--- src/swl_pkg.sv ---
`default_nettype none
package swl_pkg;
    // Clock periods, ns
    localparam int unsigned SYS_CLK_NS  = 20;
    localparam int unsigned LINK_CLK_NS = 160;
    // Link clock divider, system cycles per link tick
    localparam logic [2:0] DIV_LAST = 3'(LINK_CLK_NS / SYS_CLK_NS - 1);
    localparam logic [2:0] DIV_HALF = 3'(LINK_CLK_NS / SYS_CLK_NS / 2);
    // Bit cell, in link ticks
    localparam logic [3:0] BIT_LAST    = 4'hf;
    localparam logic [3:0] HIGH_ZERO   = 4'h8;
    localparam logic [3:0] HIGH_ONE    = 4'hc;
    localparam logic [3:0] SAMPLE_TICK = 4'h5;
    localparam logic [3:0] SLV_DRIVE   = 4'h4;
    localparam logic [3:0] DECODE_THR  = 4'ha;
    // Framing
    localparam int unsigned BYTE_W       = 8;
    localparam logic [3:0]  MST_FRAME    = 4'h9;
    localparam logic [3:0]  SLV_FRAME    = 4'hc;
    localparam logic [2:0]  WAKE_SEQ     = 3'h4;
    localparam logic [2:0]  LAST_DATA    = 3'h7;
    localparam logic        IDLE_BIT     = 1'h0;
    localparam logic        START_BIT    = 1'h1;

    typedef enum logic [1:0] {RX_IDLE, RX_WOKE, RX_DATA} swl_mrx_t;
    typedef enum logic {SRX_IDLE, SRX_DATA} swl_srx_t;
endpackage : swl_pkg
`default_nettype wire

--- src/swl_link_if.sv ---
`timescale 1ns/1ns
`default_nettype none
interface swl_link_if;
    logic link_clk;
    logic master_voltage_signal;
    logic slave_current_signal;

    modport master (
        output link_clk,
        output master_voltage_signal,
        input  slave_current_signal
    );
    modport slave (
        input  link_clk,
        input  master_voltage_signal,
        output slave_current_signal
    );
endinterface : swl_link_if
`default_nettype wire

--- src/swl_sync.sv ---
`timescale 1ns/1ns
`default_nettype none
module swl_sync (
    // Clock and reset
    input  wire logic clk_in,
    input  wire logic rst_n_in,
    input  wire logic ce_in,
    // Level
    input  wire logic d_in,
    output logic      q_out
);
    logic meta_ff;
    logic hold_ff;
    logic nxt_meta;
    logic nxt_hold;

    always_comb
    begin
        nxt_meta = meta_ff;
        nxt_hold = hold_ff;
        if (ce_in)
        begin
            nxt_meta = d_in;
            nxt_hold = meta_ff;
        end
    end

    always_ff @(posedge clk_in or negedge rst_n_in)
    begin
        if (!rst_n_in)
        begin
            meta_ff <= 1'h0;
            hold_ff <= 1'h0;
        end
        else
        begin
            meta_ff <= nxt_meta;
            hold_ff <= nxt_hold;
        end
    end

    assign q_out = hold_ff;
endmodule : swl_sync
`default_nettype wire

--- src/swl_master.sv ---
// Operation
// - Front end is sole master, card sole slave
// - Master drives two-level voltage signal
// - Slave answers by two-level current draw
// - Slave draws current only while voltage high
// - Master ignores return while its voltage low
// - Pulse width carries both clock and data
// - Bytes sent top bit first, bottom last
// - Card fills reserved bytes and bits zero
// - Other interface resets leave link running
// - Link reset frames leave other interfaces alone
// - Link runs concurrently, undisturbed by others
// - Idle zero bits sent outside frames
// - Slave sends wakeup before every frame
`timescale 1ns/1ns
`default_nettype none
module swl_master (
    // System clock, reset, enable
    input  wire logic                       CLK_SYS_IN,
    input  wire logic                       RST_N_IN,
    input  wire logic                       CE_IN,
    // Transmit byte
    input  wire logic [swl_pkg::BYTE_W-1:0] TX_DATA_IN,
    input  wire logic                       TX_VALID_IN,
    output logic                            TX_READY_OUT,
    // Receive byte
    output logic [swl_pkg::BYTE_W-1:0]      RX_DATA_OUT,
    output logic                            RX_VALID_OUT,
    // Link, this end is master
    swl_link_if.master                      LINK
);
    logic [2:0]             div_ff;
    logic [3:0]             ph_ff;
    logic                   bit_ff;
    logic                   mvs_ff;
    logic                   lclk_ff;
    logic [2:0]             nxt_div;
    logic [3:0]             nxt_ph;
    logic                   nxt_bit;
    logic                   nxt_mvs;
    logic                   nxt_lclk;
    logic [8:0]             tx_sr_ff;
    logic [3:0]             tx_cnt_ff;
    logic [8:0]             nxt_tx_sr;
    logic [3:0]             nxt_tx_cnt;
    swl_pkg::swl_mrx_t      rx_st_ff;
    logic [7:0]             rx_sr_ff;
    logic [2:0]             rx_cnt_ff;
    logic [7:0]             rx_data_ff;
    logic                   rx_valid_ff;
    swl_pkg::swl_mrx_t      nxt_rx_st;
    logic [7:0]             nxt_rx_sr;
    logic [2:0]             nxt_rx_cnt;
    logic [7:0]             nxt_rx_data;
    logic                   nxt_rx_valid;
    logic                   scs_s;
    logic                   tick;
    logic                   bit_end;
    logic                   sample;

    // Return current comes from the card, so it is synchronised first
    swl_sync u_scs_sync (
        .clk_in   (CLK_SYS_IN),
        .rst_n_in (RST_N_IN),
        .ce_in    (CE_IN),
        .d_in     (LINK.slave_current_signal),
        .q_out    (scs_s)
    );

    assign tick    = div_ff == swl_pkg::DIV_LAST;
    assign bit_end = tick && ph_ff == swl_pkg::BIT_LAST;
    // One sample per bit, late in the shortest high phase
    assign sample  = tick && ph_ff == swl_pkg::SAMPLE_TICK && mvs_ff;

    // Link clock divider and pulse width bit cell
    always_comb
    begin
        nxt_div = tick ? 3'h0 : div_ff + 3'h1;
        nxt_ph  = ph_ff;
        nxt_bit = bit_ff;
        if (tick)
            nxt_ph = bit_end ? 4'h0 : ph_ff + 4'h1;
        if (bit_end)
            nxt_bit = (tx_cnt_ff != 4'h0) ? tx_sr_ff[8] : swl_pkg::IDLE_BIT;
        // Long high for one, short high for zero
        nxt_mvs  = nxt_ph < (nxt_bit ? swl_pkg::HIGH_ONE : swl_pkg::HIGH_ZERO);
        nxt_lclk = nxt_div < swl_pkg::DIV_HALF;
    end

    always_ff @(posedge CLK_SYS_IN or negedge RST_N_IN)
    begin
        if (!RST_N_IN)
        begin
            div_ff  <= 3'h0;
            ph_ff   <= swl_pkg::BIT_LAST;
            bit_ff  <= 1'h0;
            mvs_ff  <= 1'h0;
            // Rests high as at divider count zero, so no short pulse follows release
            lclk_ff <= 1'h1;
        end
        else if (CE_IN)
        begin
            div_ff  <= nxt_div;
            ph_ff   <= nxt_ph;
            bit_ff  <= nxt_bit;
            mvs_ff  <= nxt_mvs;
            lclk_ff <= nxt_lclk;
        end
    end

    // Transmit shifter: start bit, then byte top bit first
    always_comb
    begin
        TX_READY_OUT = CE_IN && tx_cnt_ff == 4'h0;
        nxt_tx_sr    = tx_sr_ff;
        nxt_tx_cnt   = tx_cnt_ff;
        if (bit_end && tx_cnt_ff != 4'h0)
        begin
            nxt_tx_sr  = {tx_sr_ff[7:0], 1'h0};
            nxt_tx_cnt = tx_cnt_ff - 4'h1;
        end
        if (TX_READY_OUT && TX_VALID_IN)
        begin
            nxt_tx_sr  = {swl_pkg::START_BIT, TX_DATA_IN};
            nxt_tx_cnt = swl_pkg::MST_FRAME;
        end
    end

    always_ff @(posedge CLK_SYS_IN or negedge RST_N_IN)
    begin
        if (!RST_N_IN)
        begin
            tx_sr_ff  <= 9'h000;
            tx_cnt_ff <= 4'h0;
        end
        else if (CE_IN)
        begin
            tx_sr_ff  <= nxt_tx_sr;
            tx_cnt_ff <= nxt_tx_cnt;
        end
    end

    // Receive: wakeup pulse, optional zeros, start bit, eight data bits
    always_comb
    begin
        nxt_rx_st    = rx_st_ff;
        nxt_rx_sr    = rx_sr_ff;
        nxt_rx_cnt   = rx_cnt_ff;
        nxt_rx_data  = rx_data_ff;
        nxt_rx_valid = 1'h0;
        if (sample)
        begin
            case (rx_st_ff)
                swl_pkg::RX_IDLE:
                begin
                    if (scs_s)
                        nxt_rx_st = swl_pkg::RX_WOKE;
                end
                swl_pkg::RX_WOKE:
                begin
                    nxt_rx_cnt = 3'h0;
                    if (scs_s)
                        nxt_rx_st = swl_pkg::RX_DATA;
                end
                swl_pkg::RX_DATA:
                begin
                    nxt_rx_sr  = {rx_sr_ff[6:0], scs_s};
                    nxt_rx_cnt = rx_cnt_ff + 3'h1;
                    if (rx_cnt_ff == swl_pkg::LAST_DATA)
                    begin
                        nxt_rx_data  = {rx_sr_ff[6:0], scs_s};
                        nxt_rx_valid = 1'h1;
                        nxt_rx_st    = swl_pkg::RX_IDLE;
                    end
                end
                default: nxt_rx_st = swl_pkg::RX_IDLE;
            endcase
        end
    end

    always_ff @(posedge CLK_SYS_IN or negedge RST_N_IN)
    begin
        if (!RST_N_IN)
        begin
            rx_st_ff    <= swl_pkg::RX_IDLE;
            rx_sr_ff    <= 8'h00;
            rx_cnt_ff   <= 3'h0;
            rx_data_ff  <= 8'h00;
            rx_valid_ff <= 1'h0;
        end
        else if (CE_IN)
        begin
            rx_st_ff    <= nxt_rx_st;
            rx_sr_ff    <= nxt_rx_sr;
            rx_cnt_ff   <= nxt_rx_cnt;
            rx_data_ff  <= nxt_rx_data;
            rx_valid_ff <= nxt_rx_valid;
        end
    end

    // Link pins carry no dependence on any other card interface
    assign LINK.master_voltage_signal = mvs_ff;
    assign LINK.link_clk              = lclk_ff;
    assign RX_DATA_OUT                = rx_data_ff;
    assign RX_VALID_OUT               = rx_valid_ff;
endmodule : swl_master
`default_nettype wire

--- src/flat_wrapper.sv ---
// flat-port wrapper written by rule: the top's interface ports become plain ports
module swl_master_flat 
  (CLK_SYS_IN, RST_N_IN, CE_IN, TX_DATA_IN, TX_VALID_IN, TX_READY_OUT, RX_DATA_OUT, RX_VALID_OUT, LINK_link_clk, LINK_master_voltage_signal, LINK_slave_current_signal);
  swl_link_if LINK_i ();
  input  wire logic CLK_SYS_IN;
  input  wire logic RST_N_IN;
  input  wire logic CE_IN;
  input  wire logic [swl_pkg::BYTE_W-1:0] TX_DATA_IN;
  input  wire logic TX_VALID_IN;
  output logic TX_READY_OUT;
  output logic [swl_pkg::BYTE_W-1:0] RX_DATA_OUT;
  output logic RX_VALID_OUT;
  output wire logic [$bits(LINK_i.link_clk)-1:0] LINK_link_clk;
  output wire logic [$bits(LINK_i.master_voltage_signal)-1:0] LINK_master_voltage_signal;
  input wire logic [$bits(LINK_i.slave_current_signal)-1:0] LINK_slave_current_signal;
  assign LINK_link_clk = LINK_i.link_clk;
  assign LINK_master_voltage_signal = LINK_i.master_voltage_signal;
  assign LINK_i.slave_current_signal = LINK_slave_current_signal;
  swl_master u_core (.CLK_SYS_IN(CLK_SYS_IN), .RST_N_IN(RST_N_IN), .CE_IN(CE_IN), .TX_DATA_IN(TX_DATA_IN), .TX_VALID_IN(TX_VALID_IN), .TX_READY_OUT(TX_READY_OUT), .RX_DATA_OUT(RX_DATA_OUT), .RX_VALID_OUT(RX_VALID_OUT), .LINK(LINK_i));
endmodule
--- config.mk ---
export PLATFORM = sky130hd
export DESIGN_NAME = swl_master_flat
export DESIGN_NICKNAME = d
export VERILOG_FILES = /design/src/swl_pkg.sv /design/src/swl_link_if.sv /design/src/swl_sync.sv /design/src/swl_master.sv /design/src/flat_wrapper.sv
export SDC_FILE = /design/constraint.sdc
export NUM_CORES = 1
export LEC_CHECK = 0
export BUFFER_PORTS_ARGS = -buffer_cell sky130_fd_sc_hd__buf_4
export CAP_MARGIN = 20
export CORE_MARGIN = 2
export CORE_UTILIZATION = 52
export CTS_CLUSTER_DIAMETER = 50
export DETAILED_ROUTE_END_ITERATION = 12
export MAX_ROUTING_LAYER = met4
export PLACE_DENSITY = 0.75
export SETUP_SLACK_MARGIN = 0.02
export SLEW_MARGIN = 10
export SYNTH_ARGS = -nofsm -noshare
export SYNTH_HDL_FRONTEND = slang
export SYNTH_SLANG_ARGS = --single-unit
--- constraint.sdc ---
create_clock -name CLK_SYS_IN -period 1.75 [get_ports CLK_SYS_IN]
set_input_delay 0.175 -clock CLK_SYS_IN [delete_from_list [all_inputs] [get_ports CLK_SYS_IN]]
set_output_delay 0.175 -clock CLK_SYS_IN [all_outputs]
set_load 0.02 [all_outputs]
==> metrics.cfg <==
[place]
dp.cells = 259
gp_congestion = 0.847
hpwl_mm = 2.83
port_buffers = 24
place_area_sq_um = 2490

[grt]
grt_pass1_vias = 1538
antenna_found_initial = 0
grt_overflow = 0
grtUsageTotal = 0.186
grt_pass1_wl_mm = 6.96
grt_max_degree = 47

[clock_network]
clkTransAtPathRegs_ns = 0.08
htree_levels = 2
cts_root_buf = clkbuf_8
clk_path_buf_depth = 2
clkSinkCount = 46
worstSkewPairLatency_ns = 0.30
cts_tree = yes
cts_made_buffers = 5

[power]
vdd_ir_drop_max_v = 0.000606
p_comb_frac = 0.267
p_int_mw = 2.36
power_frac_seq = 0.443
leakage_nw = 1.32
total_power_mw = 3.31
clkPwrFrac = 0.290
p_per_area_nw_per_um2 = 1220
p_sw_frac = 0.287
netSwitchingPower_uw = 952

[routing]
first_pass_iters = 4
drt-total-wl_mm = 3.98
drt-initial-drc-count = 67
vias = 1513
drc = 0
ant_nets = 0
viasPerCell = 5.56
post_drt_wl_per_cell_um = 14.6

[min_path]
hp-start = TX_DATA_IN[7]
hp-class = in -> reg

[logic_synthesis]
syn_avg_cell_area_sq_um = 12.1
synth_edf_count = 0
syn_nets = 207
synthArstFlopShare = 1.00
netlist_instances = 182
ys.flop_type = dfrtp_1
seq_area_frac_synth = 0.525
yosys_warnings = 0
yosysUniqueCellTypes = 41
ys_ff_latch = 46
syn-cell-area_sq_um = 2210

[sta]
period_share = 0.971
slew_headroom = 0.621
period_needed_ns = 1.70
drv_slew = 0
hold_violations = 0
max_freq_mhz = 589
rsz0062_at_grt = yes
final.setup_skew_ns = 0.00927
tightest_slew_ns = 0.568
setup_viol = 0

[die]
fp.dieH_um = 69.1
pin_count = 25
coreArea_sq_um = 4030
dieWidth_um = 69.1
num_rows = 23
start_util = 0.548
dieArea_sq_um = 4780

[setup_path]
end_kind = primary output
path_max_fanout = 3
cp.required_ns = 1.57
arrival_ns = 1.52
worstReg2RegStart = u_core.div_ff[1]$_DFFE_PN0P_
path_class = reg -> out
critPathLaunchType = flop
critPathLaunch = u_core.tx_cnt_ff[0]$_DFFE_PN0P_

[cells_and_area]
drive_gt1_frac = 0.419
final_cell_mix = 41 x dfrtp_1, 33 x buf_4, 17 x nand2_1, 16 x mux2_2, 12 x nand3_1
fin_util = 0.677
diodes = 0
syn_to_final_growth_pct = 23.6
fin_cells = 272
final_common_cell = dfrtp_1
nets = 246
final_area_sq_um = 2730

[run_status]
status = complete, no violations

[job]
drv_cap = 0

-- cells in the mapped netlist (2+ instances only) --
cell      count  area (sq um)
dfrtp_1      41          1030
nand2_1      18          67.6
mux2_2       16           180
ha_1         12           150
nand3_1      12          60.1
o21ai_0       9          45.0
inv_1         8          30.0
mux2_4        8           120
a22oi_1       7          52.6
nor2_1        7          26.3
dfstp_2       5           131
nor3_1        5          25.0
a21bo_2       2          20.0
a31oi_1       2          12.5
clkbuf_1      2          7.51
nand4_1       2          12.5
nor2b_1       2          12.5
-- worst paths after layout --
check	slack, ns	endpoint	cells after the start
worst max-delay path	0.05	TX_READY_OUT	5
worst min-delay path	0.09	u_core.tx_sr_ff[7]$_DFFE_PN0P_	3
worst max register to register	0.05	u_core.RX_DATA_OUT[6]$_DFFE_PN0P_	6
worst min register to register	0.50	u_core.tx_sr_ff[7]$_DFFE_PN0P_	2
max in group asynchronous	0.95	u_core.u_scs_sync.meta_ff$_DFFE_PN0P_	2
min in group asynchronous	0.41	u_core.LINK.master_voltage_signal$_DFFE_PN0P_	2
-- registers in the layout, indices dropped and copies added (netlist names) --
| register | flops |
|---|---|
| u_core.tx_sr_ff | 9 |
| u_core.RX_DATA_OUT | 8 |
| u_core.rx_sr_ff | 7 |
| u_core.ph_ff | 4 |
| u_core.tx_cnt_ff | 4 |
| u_core.div_ff | 3 |
| u_core.rx_cnt_ff | 3 |
| u_core.rx_st_ff | 2 |
| u_core.LINK.link_clk | 1 |
| u_core.LINK.master_voltage_signal | 1 |
| u_core.RX_VALID_OUT | 1 |
| u_core.bit_ff | 1 |
| u_core.u_scs_sync.meta_ff | 1 |
| u_core.u_scs_sync.q_out | 1 |
-- what timing repair did --
action,in CTS,in global routing
gates cloned,1,0
gates resized for setup,3,13
hold endpoints to repair,41,0
hold buffers,1,0
pin swaps,1,1
setup buffers,2,1
endpoints found under the setup margin,4,30
-- through the flow --
| stage | setup slack (ns) | hold WS (ns) | setup TNS, ns |
|---|---|---|---|
| floorplan | -0.0105 | -0.121 | -0.0838 |
| global placement | 0.0831 | 0.198 | 0 |
| detailed placement | 0.0287 | 0.209 | 0 |
| CTS | -0.0150 | 0.0843 | -0.0150 |
| global route | -0.0458 | 0.0874 | -0.297 |
| finish | 0.0512 | 0.0939 | 0 |
-- kinds of logic after synthesis --
kind of cell	share of synthesized area
muxes	0.136
buffers and inverters	0.0346
and+or+nand+nor	0.139
AOI/OAI and AO/OA	0.0896
adders and majority gates	0.0681
xor gates and xnor gates	0.00794
DFF	0.525
-- power by group through the flow --
stage          Sequential [mW]  Clock, mW  Combinational [mW]
6_report                  1.47      0.961               0.885
5_1_grt                   1.49       1.03               0.997
4_1_cts                   1.47      0.986               0.829
3_5_place_dp              1.49          0               0.761
3_3_place_gp              1.48          0               0.730
2_1_floorplan             1.48          0               0.496
-- cell type report --
class	instances	area [sq um]
inverter	8	30.0
timing repair buffer	36	280
sequential	46	1160
tap	50	62.6
fill	298	1300
clock buffer	6	82.6
clock inverter	2	60.1
multi-input combinational	124	1050
-- worst max-delay path, cell delays in order, from the launching register on --
cell and delay (ns):
dfrtp_1 0.40, inv_2 0.09, ha_4 0.14, or3b_4 0.39, nor2_4 0.09, buf_6 0.12
-- layer usage --
layer,share of wire,vias to the layer above,track usage
met5,0,-,-
met4,0.011,0,0.0523
met3,0.038,6,0.0541
met2,0.50,28,0.307
met1,0.45,751,0.225
li1,-,728,-
Note: power is estimated with default switching activity, not from simulation.
